`src/rtl/adc_host_pkg.sv`:
```
package adc_host_pkg;
  // Clock period in picoseconds
  localparam int unsigned CLK_PERIOD_PS = 10000;
  // Mode 0 conversion time, worst case across military grade, in ns
  localparam int unsigned CONV_MAX_NS = 2800;
  localparam int unsigned CONV_CYC = (CONV_MAX_NS * 1000 + CLK_PERIOD_PS - 1) / CLK_PERIOD_PS;
  // Mode 1 read pulse window in ns: least of the wide grades, longest of the narrowest
  localparam int unsigned RD_PULSE_MIN_NS = 80;
  localparam int unsigned RD_PULSE_MAX_NS = 400;
  localparam int unsigned RD_PULSE_MIN_CYC =
    (RD_PULSE_MIN_NS * 1000 + CLK_PERIOD_PS - 1) / CLK_PERIOD_PS;
  localparam int unsigned RD_PULSE_MAX_CYC = (RD_PULSE_MAX_NS * 1000) / CLK_PERIOD_PS;
  // Access time after read falls, worst case, in ns
  localparam int unsigned ACC_MAX_NS = 120;
  localparam int unsigned ACC_CYC = (ACC_MAX_NS * 1000 + CLK_PERIOD_PS - 1) / CLK_PERIOD_PS;
  // Address hold after read, worst case, in ns
  localparam int unsigned ADDR_HOLD_NS = 40;
  localparam int unsigned ADDR_HOLD_CYC =
    (ADDR_HOLD_NS * 1000 + CLK_PERIOD_PS - 1) / CLK_PERIOD_PS;
  // Delay between conversions, worst case, in ns
  localparam int unsigned GAP_NS = 600;
  localparam int unsigned GAP_CYC = (GAP_NS * 1000 + CLK_PERIOD_PS - 1) / CLK_PERIOD_PS;
  // Counter width covering the longest count
  localparam int unsigned CNT_W = 10;
  localparam int unsigned DATA_W = 8;
  localparam int unsigned CHAN_W = 3;

  // Read modes: held read (mode 0) and short pulse (mode 1)
  typedef enum logic {MODE_HELD, MODE_PULSE} read_mode_e;

  // Pins driven toward the converter
  typedef struct packed {
    logic cs_n;
    logic rd_n;
    logic chan_sel_bit_high;
    logic chan_sel_bit_mid;
    logic chan_sel_bit_low;
  } adc_drive_s;

  // Result returned to the user
  typedef struct packed {
    logic [CHAN_W-1:0] chan;
    logic [DATA_W-1:0] data;
  } adc_result_s;
endpackage

```
`src/rtl/adc_host.sv`:
```
`timescale 1ns/10ps
// Operation
// - Host holds select low during access
// - Short read pulse within 80..400 ns
// - Read qualified by select starts and fetches
// - Host drives three channel address bits
// - Read falling edge starts, latches address
module adc_host import adc_host_pkg::*; #(
  // Conversion allowance in cycles; a fast model may use a shorter one
  parameter int unsigned CONV_CYCLES = CONV_CYC
) (
  input wire logic core_clk,
  input wire logic rstn,
  // User request side
  input wire logic start,
  input wire read_mode_e mode,
  input wire logic [CHAN_W-1:0] chan,
  // Status and result
  output logic busy,
  output logic result_valid,
  output adc_result_s result,
  output logic timeout,
  // Converter pins
  output adc_drive_s drive,
  input wire logic [DATA_W-1:0] data_in,
  input wire logic done_n_in,
  input wire logic ready_n_in
);
  // One state per phase of an access
  typedef enum logic [2:0] {ST_IDLE, ST_HOLD, ST_PULSE, ST_WAIT, ST_FETCH, ST_GAP} state_e;

  // Sequencer registers
  state_e state_reg; // Sequencer state
  logic [CNT_W-1:0] cnt_reg; // Shared cycle counter
  read_mode_e mode_reg; // Mode of the running access
  // Pin levels after the synchroniser
  logic [DATA_W-1:0] data_sync; // Synchronised data bus
  logic done_n_sync; // Synchronised done line
  logic ready_n_sync; // Synchronised ready line, released at conversion end
  logic conv_done; // Both completion lines agree
  logic [CNT_W-1:0] wait_limit; // Wait allowance for the running mode
  logic wait_over; // Allowance used up

  // Converter pins are asynchronous to core_clk
  // Idle levels at reset: bus low, done and ready high (inactive)
  pin_sync #(.W(DATA_W + 2), .INIT({{DATA_W{1'b0}}, 2'b11})) u_sync (
    .core_clk(core_clk),
    .rstn(rstn),
    .din({data_in, done_n_in, ready_n_in}),
    .dout({data_sync, done_n_sync, ready_n_sync})
  );

  // Completion as seen through the synchronisers. Done falling and ready
  // being released come from one event on the part and pass the same
  // chain, so they agree on the same edge; asking for both keeps a lone
  // glitch on one line from cutting the wait short.
  always_comb begin
    conv_done = !done_n_sync && ready_n_sync;
    // Held mode counts from the read fall, so its allowance also covers
    // the access time after done
    if (mode_reg == MODE_PULSE) begin
      wait_limit = CNT_W'(CONV_CYCLES);
    end else begin
      // Held mode counts from the read fall, so the access time is added to its allowance
      wait_limit = CNT_W'(CONV_CYCLES + ACC_CYC);
    end
    wait_over = (cnt_reg >= wait_limit);
  end

  // Sequencer: select, read, wait for done, fetch, rest
  // Only one access runs at a time; a request while busy is dropped
  always_ff @(posedge core_clk or negedge rstn) begin
    if (!rstn) begin
      // Counter and mode cleared with the state
      state_reg <= ST_IDLE;
      cnt_reg <= '0;
      mode_reg <= MODE_HELD;
    end else begin
      case (state_reg)
        ST_IDLE: begin
          // Counter parked at zero so every phase counts from a clean start
          cnt_reg <= '0;
          if (start) begin
            // Mode kept for the whole access; the user may change it at once
            mode_reg <= mode;
            // Path by mode: one long read, or a pulse then a fetch read
            state_reg <= (mode == MODE_PULSE) ? ST_PULSE : ST_HOLD;
          end
        end
        // Held read: read stays low until done falls, then data is valid
        ST_HOLD: begin
          cnt_reg <= cnt_reg + 1'b1;
          // A missing done line still ends in a fetch, flagged as a timeout
          if (conv_done || wait_over) begin
            state_reg <= ST_FETCH;
            cnt_reg <= '0;
          end
        end
        // Short pulse: fixed width inside the legal window
        ST_PULSE: begin
          cnt_reg <= cnt_reg + 1'b1;
          // Read is low for exactly the minimum count, well under the maximum
          if (cnt_reg == CNT_W'(RD_PULSE_MIN_CYC)) begin
            state_reg <= ST_WAIT;
            cnt_reg <= '0;
          end
        end
        // Wait for done, then read the result with a second pulse
        ST_WAIT: begin
          cnt_reg <= cnt_reg + 1'b1;
          // Select stays low, so ready keeps tracking the running conversion
          if (conv_done || wait_over) begin
            state_reg <= ST_FETCH;
            cnt_reg <= '0;
          end
        end
        // Read held low long enough for access time, then sample
        ST_FETCH: begin
          cnt_reg <= cnt_reg + 1'b1;
          // Three cycles past the access time, one per sync stage; the filter flop's fourth cycle is not counted
          if (cnt_reg == CNT_W'(ACC_CYC + 3)) begin
            state_reg <= ST_GAP;
            cnt_reg <= '0;
          end
        end
        // Recovery between conversions with select high
        ST_GAP: begin
          cnt_reg <= cnt_reg + 1'b1;
          // Runs one past the count so the rest is never short
          if (cnt_reg == CNT_W'(GAP_CYC)) begin
            state_reg <= ST_IDLE;
          end
        end
        // Unused codes fall back to idle
        default: state_reg <= ST_IDLE;
      endcase
    end
  end

  // Pin drive: select low around every read, address held through state
  // Every pin comes from a flop, so no glitch reaches the part
  always_ff @(posedge core_clk or negedge rstn) begin
    if (!rstn) begin
      // Both strobes idle high; address lines parked low
      drive <= '{cs_n: 1'b1, rd_n: 1'b1, default: 1'b0};
    end else begin
      case (state_reg)
        // Idle: read high, select follows the request
        ST_IDLE: begin
          drive.rd_n <= 1'b1;
          drive.cs_n <= !start;
          if (start) begin
            // Address set up with select, ahead of read fall
            {drive.chan_sel_bit_high, drive.chan_sel_bit_mid, drive.chan_sel_bit_low} <= chan;
          end
        end
        // Held read: read falls one cycle after select and stays low
        ST_HOLD: drive.rd_n <= 1'b0;
        // Short pulse: read rises once the width count is reached
        ST_PULSE: drive.rd_n <= (cnt_reg == CNT_W'(RD_PULSE_MIN_CYC));
        // Between pulse and fetch read is high and select stays low
        ST_WAIT: drive.rd_n <= 1'b1; // Address held long past its hold time
        // Fetch: read and select rise together as the sample is taken
        ST_FETCH: begin
          // Address lines untouched, so their hold time is met with room
          drive.rd_n <= (cnt_reg == CNT_W'(ACC_CYC + 3));
          drive.cs_n <= (cnt_reg == CNT_W'(ACC_CYC + 3));
        end
        // Gap and unused codes: both strobes released
        default: begin
          drive.rd_n <= 1'b1;
          drive.cs_n <= 1'b1;
        end
      endcase
    end
  end

  // Result capture at access time plus three cycles, one short of the four-cycle synchroniser latency
  // Data bits cross one by one; at worst-case access time they are still in the synchroniser when sampled
  always_ff @(posedge core_clk or negedge rstn) begin
    if (!rstn) begin
      // Result and flags cleared
      result <= '0;
      result_valid <= 1'b0;
      timeout <= 1'b0;
    end else begin
      // Valid is a one-cycle strobe
      result_valid <= 1'b0;
      if (state_reg == ST_FETCH && cnt_reg == CNT_W'(ACC_CYC + 3)) begin
        result.data <= data_sync;
        // Channel reported is the one on the pins, not the live request
        result.chan <= {drive.chan_sel_bit_high, drive.chan_sel_bit_mid, drive.chan_sel_bit_low};
        result_valid <= 1'b1;
      end
      // Done never seen: flag it, the sequence still completes
      if ((state_reg == ST_WAIT || state_reg == ST_HOLD) && wait_over && !conv_done) begin
        timeout <= 1'b1;
      end else if (start && state_reg == ST_IDLE) begin
        // A new request clears the flag of the previous one
        timeout <= 1'b0;
      end
    end
  end

  // Busy flag from registered state
  // Raised with the request itself, so a second start is never taken
  // Falls on the last gap cycle, the same edge that returns to idle
  // Comes straight from a flop like every other output
  always_ff @(posedge core_clk or negedge rstn) begin
    if (!rstn) begin
      busy <= 1'b0;
    end else begin
      busy <= !(state_reg == ST_IDLE && !start) && !(state_reg == ST_GAP &&
              cnt_reg == CNT_W'(GAP_CYC));
    end
  end
endmodule // adc_host

```
`src/rtl/pin_sync.sv`:
```
`timescale 1ns/10ps
// Three-stage synchroniser; a change counts once stages two and three agree
module pin_sync import adc_host_pkg::*; #(
  parameter int unsigned W = 1,
  parameter logic [W-1:0] INIT = '0
) (
  input wire logic core_clk,
  input wire logic rstn,
  input wire logic [W-1:0] din,
  output logic [W-1:0] dout
);
  logic [W-1:0] s1_reg; // Metastability catcher, read only by s2
  logic [W-1:0] s2_reg;
  logic [W-1:0] s3_reg;

  // Shift chain
  always_ff @(posedge core_clk or negedge rstn) begin
    if (!rstn) begin
      s1_reg <= INIT;
      s2_reg <= INIT;
      s3_reg <= INIT;
    end else begin
      s1_reg <= din;
      s2_reg <= s1_reg;
      s3_reg <= s2_reg;
    end
  end

  // Filtered level per bit: update only on agreement
  for (genvar i = 0; i < W; i++) begin : g_bit
    logic q_reg;
    always_ff @(posedge core_clk or negedge rstn) begin
      if (!rstn) begin
        q_reg <= INIT[i];
      end else if (s2_reg[i] == s3_reg[i]) begin
        q_reg <= s3_reg[i];
      end
    end
    assign dout[i] = q_reg;
  end
endmodule // pin_sync

```
`config.mk`:
```
export PLATFORM = sky130hd
export DESIGN_NAME = adc_host
export DESIGN_NICKNAME = d
export VERILOG_FILES = /design/src/rtl/adc_host_pkg.sv /design/src/rtl/adc_host.sv /design/src/rtl/pin_sync.sv
export SDC_FILE = /design/constraint.sdc
export NUM_CORES = 1
export LEC_CHECK = 0
export BUFFER_PORTS_ARGS = -buffer_cell sky130_fd_sc_hd__buf_2
export CORE_MARGIN = 4
export CORE_UTILIZATION = 56
export CTS_CLUSTER_DIAMETER = 80
export DETAILED_ROUTE_END_ITERATION = 12
export GPL_TIMING_DRIVEN = 0
export HOLD_SLACK_MARGIN = 0.03
export PLACE_DENSITY = 0.83
export SETUP_SLACK_MARGIN = 0.3
export SLEW_MARGIN = 40
export SYNTH_ARGS = -nofsm -noshare
export SYNTH_HDL_FRONTEND = slang
export SYNTH_SLANG_ARGS = --single-unit
```
`constraint.sdc`:
```
create_clock -name core_clk -period 2.7 [get_ports core_clk]
set_input_delay 0.135 -clock core_clk [delete_from_list [all_inputs] [get_ports core_clk]]
set_output_delay 0.135 -clock core_clk [all_outputs]
set_load 0.005 [all_outputs]
```
Word level (Yosys, flattened, before mapping)
Index checks and enable logic that the tools add are counted.
{"block": "classes", "n_addsub": 1, "order_cmp": 1, "eq_ne": 23, "muxes": 17, "n_reduce_logical": 22}
{"cell": "$pmux 10 s5", "n": 1}
{"cell": "$mux 10", "n": 3}
{"cell": "$eq 10x4->1 const B", "n": 2}
{"cell": "$mux 3", "n": 5}
{"cell": "$pmux 3 s5", "n": 1}
{"cell": "$add 10x1->10 const B", "n": 1}
{"cell": "$eq 1x1->1", "n": 10}
{"cell": "$eq 10x6->1 const B", "n": 1}
{"cell": "$ge 10x9->1", "n": 1}
{"cell": "$logic_and 1x1->1", "n": 8}
{"cell": "$ne 2x2->1 const B", "n": 4}
{"cell": "$eq 3x2->1 const B", "n": 2}
{"cell": "$eq 3x3->1 const B", "n": 2}
{"cell": "$mux 6", "n": 1}
{"cell": "$pmux 1 s3", "n": 2}
{"cell": "$logic_not 1->1", "n": 5}
{"cell": "$reduce_and 5->1", "n": 1}
{"cell": "$reduce_bool 5->1", "n": 1}
{"cell": "$eq 3x1->1 const B", "n": 1}
{"cell": "$logic_not 3->1", "n": 1}
{"cell": "$mux 1", "n": 3}
{"cell": "$reduce_or 3->1", "n": 1}
{"cell": "$logic_or 1x1->1", "n": 2}
{"cell": "$mux 2", "n": 1}
{"cell": "other kinds (4)", "n": 4}
{"block": "word_totals", "register_bits": 73, "in_bits": 17, "output_inout_bits": 19, "wordCells": 90}

Logic depth before layout (Yosys ltp)
Gate-level depths: netlist (run 1).
{"block": "depth", "word_depth": 5, "mapped_depth": 8, "mapped_depth_nobuf": 8}

Hierarchy
From an unflattened synthesis (run 1), not the netlist that was laid out.
{"block": "unflattened", "cells_unflattened": 220, "area_unflattened_um2": 2886.5}
{"module": "adc_host", "instances": 1, "cells_each": 160, "area_each_um2": 1687.9, "seq_area_each_um2": 828.3}
{"module": "pin_sync", "instances": 1, "cells_each": 60, "area_each_um2": 1198.6, "seq_area_each_um2": 1011.0}

Least setup slack after synthesis (run 1)
Ideal clock, no wire load.
{"block": "synth_timing", "path_type": "flip-flop to flip-flop", "startpoint": "register cnt_reg[6]", "endpoint": "register cnt_reg[0]", "setup_ps": 125, "arrival_ps": 1874, "required_time_ps": 2575, "setup_slack_ps": 701, "stages_incl_launch_ff": 8, "path_buffers": 1, "synth_period_minus_slack_ps": 1999, "cell_sequence": "dfrtp_1 -> buf_6 -> nor4_4 -> or4b_1 -> o21ai_1 -> o21ai_1 -> a21o_1 -> mux2_4"}
{"block": "synth_via", "elab_chain_cells": 4, "elab_cells_between_ends": 8, "cone_classes": "order compare (1); eq/ne (2); mux (4); reduce/logical (1)"}
{"element": "start: declaration", "line_no": "adc_host.sv:34", "rtl": "logic [CNT_W-1:0] cnt_reg;"}
{"element": "start signal: assignment", "line_no": "adc_host.sv:92", "rtl": "cnt_reg <= cnt_reg + 1'b1;"}
{"element": "start signal: assignment", "line_no": "adc_host.sv:101", "rtl": "cnt_reg <= cnt_reg + 1'b1;"}
{"element": "start signal: assignment", "line_no": "adc_host.sv:110", "rtl": "cnt_reg <= cnt_reg + 1'b1;"}
{"element": "$ge 10x9->1", "line_no": "adc_host.sv:67", "rtl": "wait_over = (cnt_reg >= wait_limit);"}
{"element": "$logic_or 1x1->1", "line_no": "adc_host.sv:94, adc_host.sv:112"}
{"element": "$mux 10", "line_no": "adc_host.sv:94, adc_host.sv:112"}
{"element": "$pmux 10 s5 *", "line_no": "adc_host.sv:79", "rtl": "case (state_reg)"}
Every way passes the cells marked *; elsewhere a longest branch is shown, timed or not.
A chain may end at the register's enable or synchronous reset.

Final worst setup path (run 1)
Ends and elaborated chain as after synthesis.

==> reports/metrics.yaml, run 1 <==
hold-path-endpoint: "drive[4]$_DFFE_PN1N_"
nets: 304
layout_common_cells: "dfrtp_1, buf_2, nor2_1"
arrival_ns: 2.44
period_minus_slack_ns: 2.22
ys_types: 38
drv_slew: 0
start_util_pct: 59.1
syn_avg_cell_area_um2: 13.0
postCtsResizedCells: 0
antenna_found_initial: 0
diodes: 0
area_growth_pct: 22.7
r2r_start: "cnt_reg[6]$_DFFE_PN0P_"
seq_power_share_pct: 45.3
drcViolationCount: 0
crit_path_max_fanout: 10
hold_violations: 0
io_buffers: 35
cap_violations: 0
synth.mux.area_fraction_pct: 6.07
fin_util_pct: 72.5
power.total_uw: 3010
clk_latency_ns: 0.34
synth_top_family_by_area: "simple AND/OR/NAND/NOR gates"
cts_buffers: 9
clk_pin_slew_ns: 0.07
synth_edf_count: 0
hold_buffers: 15
drive_gt1_share_pct: 29.7
vdd_drop_max_mv: 0.468
clockRootBuffer: "clkbuf_8"
grtUsageTotal_pct: 18.7
ys_ff_latch: 73
tightest_slew_ns: 0.807
setup_violations: 0
cts_setup_buffers: 0
synthAdderAreaFrac_pct: 6.15
final_cells: 353
grt_pass1_vias: 1869
reg2reg_slack_ns: 0.48
fp.dieH_um: 79.3
yosys_warnings: 0
core_area_um2: 4820
grt_pass1_wl_mm: 8.94
top_register: "result"
switching_power_uw: 948
synth_flop_cell: "dfrtp_1"
cp-end-kind: "register"
cellLeakagePower_uw: 0.00165
synth_compound_area_share_pct: 9.10
worstPathRequired_ns: 2.92
cts_max_level: 3
hold_class: "input pin to register"
powerDensity_nw_per_um2: 863
dp_hpwl_mm: 3.52
path_class: "register to register"
nFillCells: 337
r2r_cells: 7
relSlewSlack_pct: 46.1
syn_inst: 219
comb_power_share_pct: 26.4
async_flop_share_pct: 100
setup.worst_path.start: "cnt_reg[6]$_DFFE_PN0P_"
wl_per_cell_um: 14.8
rsz0062_at_grt: "false"
synth_xor_area_share_pct: 1.23
syn_nets: 242
wl_mm: 5.22
mostFrequentLayoutCell: "dfrtp_1"
worstHoldStart: "start"
skew_ns: 0.0130
drt-vias-per-instance: 5.43
internal_power_uw: 2070
p_clk_share_pct: 28.3
fin_setup_tns_ns: 0
fin_crit_sh_pct: 82.3
drtAntennaViolNets: 0
max_freq_mhz: 450
drt_first_iter_violations: 277
cts_tree: "done"
place_inst: 322
status: "finished clean"
dieArea_um2: 6290
die_w_um: 79.3
switching_share_pct: 31.5
synth.yosys.seq_area_share_pct: 64.6
whs_path_depth: 4
grt.overflow.total: 0
dr.pass1.iters: 4
cp-start-kind: "register"
cts.sinks: 73
grt_max_degree: 57
largest_reg_flops: 11
r2r_end: "cnt_reg[0]$_DFFE_PN0P_"
gp_congestion: 0.936
synth-simple-area-share_pct: 10.2
synthesis.area_um2: 2850
fp-row-count: 25
dr_total_vias: 1917
io_pins: 36
clockBufferDepth: 2
==> final cells by class <==
type	count	area (um2)	area share [%]
Buffer	8	40.0	1.15
Clock buffer	10	138	3.94
Sequential cell	73	1840	52.7
Inverter	9	33.8	0.967
Tap cell	67	83.8	2.40
Timing Repair Buffer	51	359	10.3
Clock inverter	6	66.3	1.90
Multi-Input combinational cell	129	933	26.7
==> worst max-delay path, cell delays in order (launching register included) <==
cell and delay, ns:
dfrtp_1 0.38, buf_6 0.14, nor4_4 0.37, or4b_1 0.53
o21ai_1 0.15, o21ai_1 0.08, a21o_1 0.20, mux2_4 0.26
==> power groups by stage <==
stage | clock, uW | sequential [uW] | combinational, uW
6_report | 854 | 1360 | 796
5_1_grt | 933 | 1390 | 885
3_5_place_dp | 0 | 1390 | 767
2_1_floorplan | 0 | 1370 | 527
4_1_cts | 870 | 1370 | 786
3_3_place_gp | 0 | 1370 | 733
==> per-stage QoR <==
stage               hold WS [ns]  setup WS, ns  instance area (um2)
floorplan                 -0.161         0.701                 2850
global placement           0.239         0.574                 3110
detailed placement       -0.0179         0.501                 3140
CTS                        0.102         0.475                 3490
global route               0.152         0.321                 3490
finish                     0.116         0.477                 3490
==> Yosys cell counts (5+ instances only) <==
library cell / instances / area [um2]
dfrtp_1: 63 / 1580
nor2_1: 16 / 60.1
nand2_1: 15 / 56.3
mux2_2: 14 / 158
dfstp_2: 10 / 263
maj3_1: 10 / 100
inv_1: 9 / 33.8
a21oi_1: 8 / 40.0
o21ai_0: 8 / 40.0
a31oi_1: 6 / 37.5
ha_1: 6 / 75.1
clkbuf_1: 5 / 18.8
nand3_1: 5 / 25.0
==> cell families (layout without fill, tap and decap cells) <==
kind of cell,count (synthesis),after routing
compound gates,40,40
xor+xnor,4,4
fa+ha+maj,16,16
buf+inv,17,84
flops,73,73
mux,15,15
simple gates,54,54
==> routing by layer <==
metal	part of all wire, %	GRT usage [%]
met3	7.3	4.42
met4	3.6	10.8
met2	48	29.5
met1	41	23.7
met5	0	0
==> worst max path at each step <==
| stage | endpoint | slack [ns] |
|---|---|---|
| after floorplan | cnt_reg[0]$_DFFE_PN0P_ | 0.70 |
| after global placement | cnt_reg[0]$_DFFE_PN0P_ | 0.57 |
| after detailed placement | cnt_reg[0]$_DFFE_PN0P_ | 0.50 |
| after CTS | cnt_reg[0]$_DFFE_PN0P_ | 0.48 |
| after global routing | cnt_reg[0]$_DFFE_PN0P_ | 0.32 |
| final | cnt_reg[0]$_DFFE_PN0P_ | 0.48 |
No activity file was read; power rests on OpenSTA's default activity.
==> run 2: changes to the inputs <==
Clock period 2.7 ns to 2.27 ns, I/O delays scaled along.
==> reports/metrics.yaml, run 2 (same netlist as run 1, synthesis figures left out) <==
status: "finished clean"  # unchanged
io_buffers: 35  # unchanged
internal_power_uw: 2550  # was 2070 uW
gp_congestion: 0.946  # was 0.936
dr_total_vias: 2117  # was 1917
wl_mm: 6.28  # was 5.22 mm
cts_tree: "done"  # unchanged
skew_ns: 0.00868  # was 0.0130 ns
cp_num_buf_inv: 1  # unchanged
path_cells: "ha_1, o211ai_1, a31oi_1, o22a_2, o21bai_4, buf_6, a21o_1, mux2_4"  # was buf_6, nor4_4, or4b_1, o21ai_1, o21ai_1, a21o_1, mux2_4
cp-start-kind: "register"  # unchanged
area_growth_pct: 32.7  # was 22.7%
top_register: "result"  # unchanged
tightest_slew_ns: 0.734  # was 0.807 ns
cp_slowest_stage_delay_ns: 0.45  # was 0.53 ns
io_pins: 36  # unchanged
core_area_um2: 4820  # unchanged
comb_power_share_pct: 30.9  # was 26.4%
drt_first_iter_violations: 233  # was 277
clk_latency_ns: 0.36  # was 0.34 ns
period_minus_slack_ns: 2.06  # was 2.22 ns
dp_hpwl_mm: 3.52  # about the same
clockBufferDepth: 2  # unchanged
cts_max_level: 3  # unchanged
arrival_ns: 2.30  # was 2.44 ns
wl_per_cell_um: 16.7  # was 14.8 um
layout_common_cells: "dfrtp_1, buf_2, buf_4"  # was dfrtp_1, buf_2, nor2_1
powerDensity_nw_per_um2: 1010  # was 863 nW/um2
nets: 327  # was 304
relSlewSlack_pct: 51.0  # was 46.1%
p_clk_share_pct: 26.2  # was 28.3%
switching_share_pct: 33.4  # was 31.5%
dieArea_um2: 6290  # unchanged
fin_util_pct: 78.4  # was 72.5%
drive_gt1_share_pct: 40.8  # was 29.7%
whs_path_depth: 4  # unchanged
rsz0062_at_grt: "true"  # was false
largest_reg_flops: 11  # unchanged
worstPathRequired_ns: 2.51  # was 2.92 ns
hold_class: "input pin to register"  # unchanged
drtAntennaViolNets: 0  # unchanged
fin_crit_sh_pct: 90.8  # was 82.3%
crit_path_max_fanout: 5  # was 10
grt_pass1_wl_mm: 8.98  # was 8.94 mm
r2r_cells: 8  # was 7
dr.pass1.iters: 5  # was 4
clk_pin_slew_ns: 0.07  # about the same
cts_buffers: 9  # unchanged
critPathTopFamily: "compound AO/OA/AOI/OAI gates"  # was simple AND/OR/NAND/NOR gates
die_w_um: 79.3  # unchanged
fp.dieH_um: 79.3  # unchanged
drv_slew: 0  # unchanged
switching_power_uw: 1280  # was 948 uW
vdd_drop_max_mv: 0.654  # was 0.468 mV
start_util_pct: 59.1  # unchanged
nFillCells: 261  # was 337
clockRootBuffer: "clkbuf_8"  # unchanged
diodes: 0  # unchanged
max_freq_mhz: 485  # was 450 MHz
setup_violations: 0  # unchanged
cellLeakagePower_uw: 0.00175  # was 0.00165 uW
grt_max_degree: 53  # was 57
pre_cts_ws_ns: 0.0975  # was 0.501 ns
cap_violations: 0  # unchanged
r2r_start: "cnt_reg[5]$_DFFE_PN0P_"  # was cnt_reg[6]$_DFFE_PN0P_
worstHoldStart: "start"  # unchanged
cp-end-kind: "register"  # unchanged
path_class: "register to register"  # unchanged
cts.sinks: 73  # unchanged
setup_ws_ns: 0.209  # was 0.477 ns
drcViolationCount: 0  # unchanged
mostFrequentLayoutCell: "dfrtp_1"  # unchanged
grt.overflow.total: 0  # unchanged
fp-row-count: 25  # unchanged
cp_slowest_cell: "dfrtp_2"  # was or4b_1
fin_setup_tns_ns: 0  # unchanged
seq_power_share_pct: 42.9  # was 45.3%
grtUsageTotal_pct: 19.2  # was 18.7%
drt-vias-per-instance: 5.63  # was 5.43
antenna_found_initial: 0  # unchanged
cp.depth: 8  # was 7
grt_pass1_vias: 1891  # was 1869
hold_violations: 0  # unchanged
setup.worst_path.start: "cnt_reg[5]$_DFFE_PN0P_"  # was cnt_reg[6]$_DFFE_PN0P_
==> run 2: cell type report <==
type                       instances  area, um2  area share (%)
sequential                        73       1850            48.9
multi-input combinational        129       1030            27.4
timing repair buffer              74        536            14.2
clock buffer                      10        128            3.38
tap                               67       83.8            2.22
clock inverter                     6       67.6            1.79
buffer                             8       46.3            1.23
inverter                           9       33.8           0.895
==> run 2: stage by stage <==
step           std cells  hold slack, ns  power [uW]  instance area (um2)
2_1_floorplan        219          -0.182        2260                 2850
3_3_place_gp         321           0.218        2510                 3110
3_5_place_dp         322         -0.0210        2560                 3140
4_1_cts              358          0.0915        3600                 3540
5_1_grt              376           0.122        4040                 3780
6_report             376           0.112        3830                 3780
==> run 2: power groups by stage <==
stage / logic, uW / registers [uW] / clock network [uW]
3_3_place_gp: 871 / 1640 / 0
2_1_floorplan: 627 / 1630 / 0
6_report: 1180 / 1640 / 1000
4_1_cts: 952 / 1630 / 1020
3_5_place_dp: 911 / 1650 / 0
5_1_grt: 1290 / 1660 / 1090
==> run 2: path summary, 6_finish.rpt <==
path | to | slack [ns]
max | cnt_reg[0]$_DFFE_PN0P_ | 0.21
min | drive[4]$_DFFE_PN1N_ | 0.11
max reg2reg | cnt_reg[0]$_DFFE_PN0P_ | 0.21
min reg2reg | u_sync.s2_reg[1]$_DFF_PN1_ | 0.36
max in group asynchronous | drive[3]$_DFF_PN1_ | 1.55
min in group asynchronous | state_reg[1]$_DFFE_PN0P_ | 0.17
==> run 2: repair_timing <==
item                                   4_1_cts  5_1_grt
resized for setup                            4       25
pin swaps                                    3        7
setup endpoints to repair                   20       23
setup buffers                                5       18
hold buffers                                15        0
endpoints found under the hold margin       78        0
==> run 2: layer usage <==
metal | vias to the layer above | track usage, % | wire [um]
li1 | 947 | - | -
met1 | 1015 | 24.4 | 2550
met2 | 124 | 29.7 | 2930
met3 | 31 | 7.82 | 581
met4 | 0 | 7.22 | 218
met5 | - | 0 | 0
==> run 2: worst reg2reg max path, cell delays in order (launching register included) <==
cell and delay, ns:
dfrtp_2 0.45, ha_1 0.32, o211ai_1 0.09, a31oi_1 0.17, o22a_2 0.24, o21bai_4 0.11
buf_6 0.15, a21o_1 0.17, mux2_4 0.25
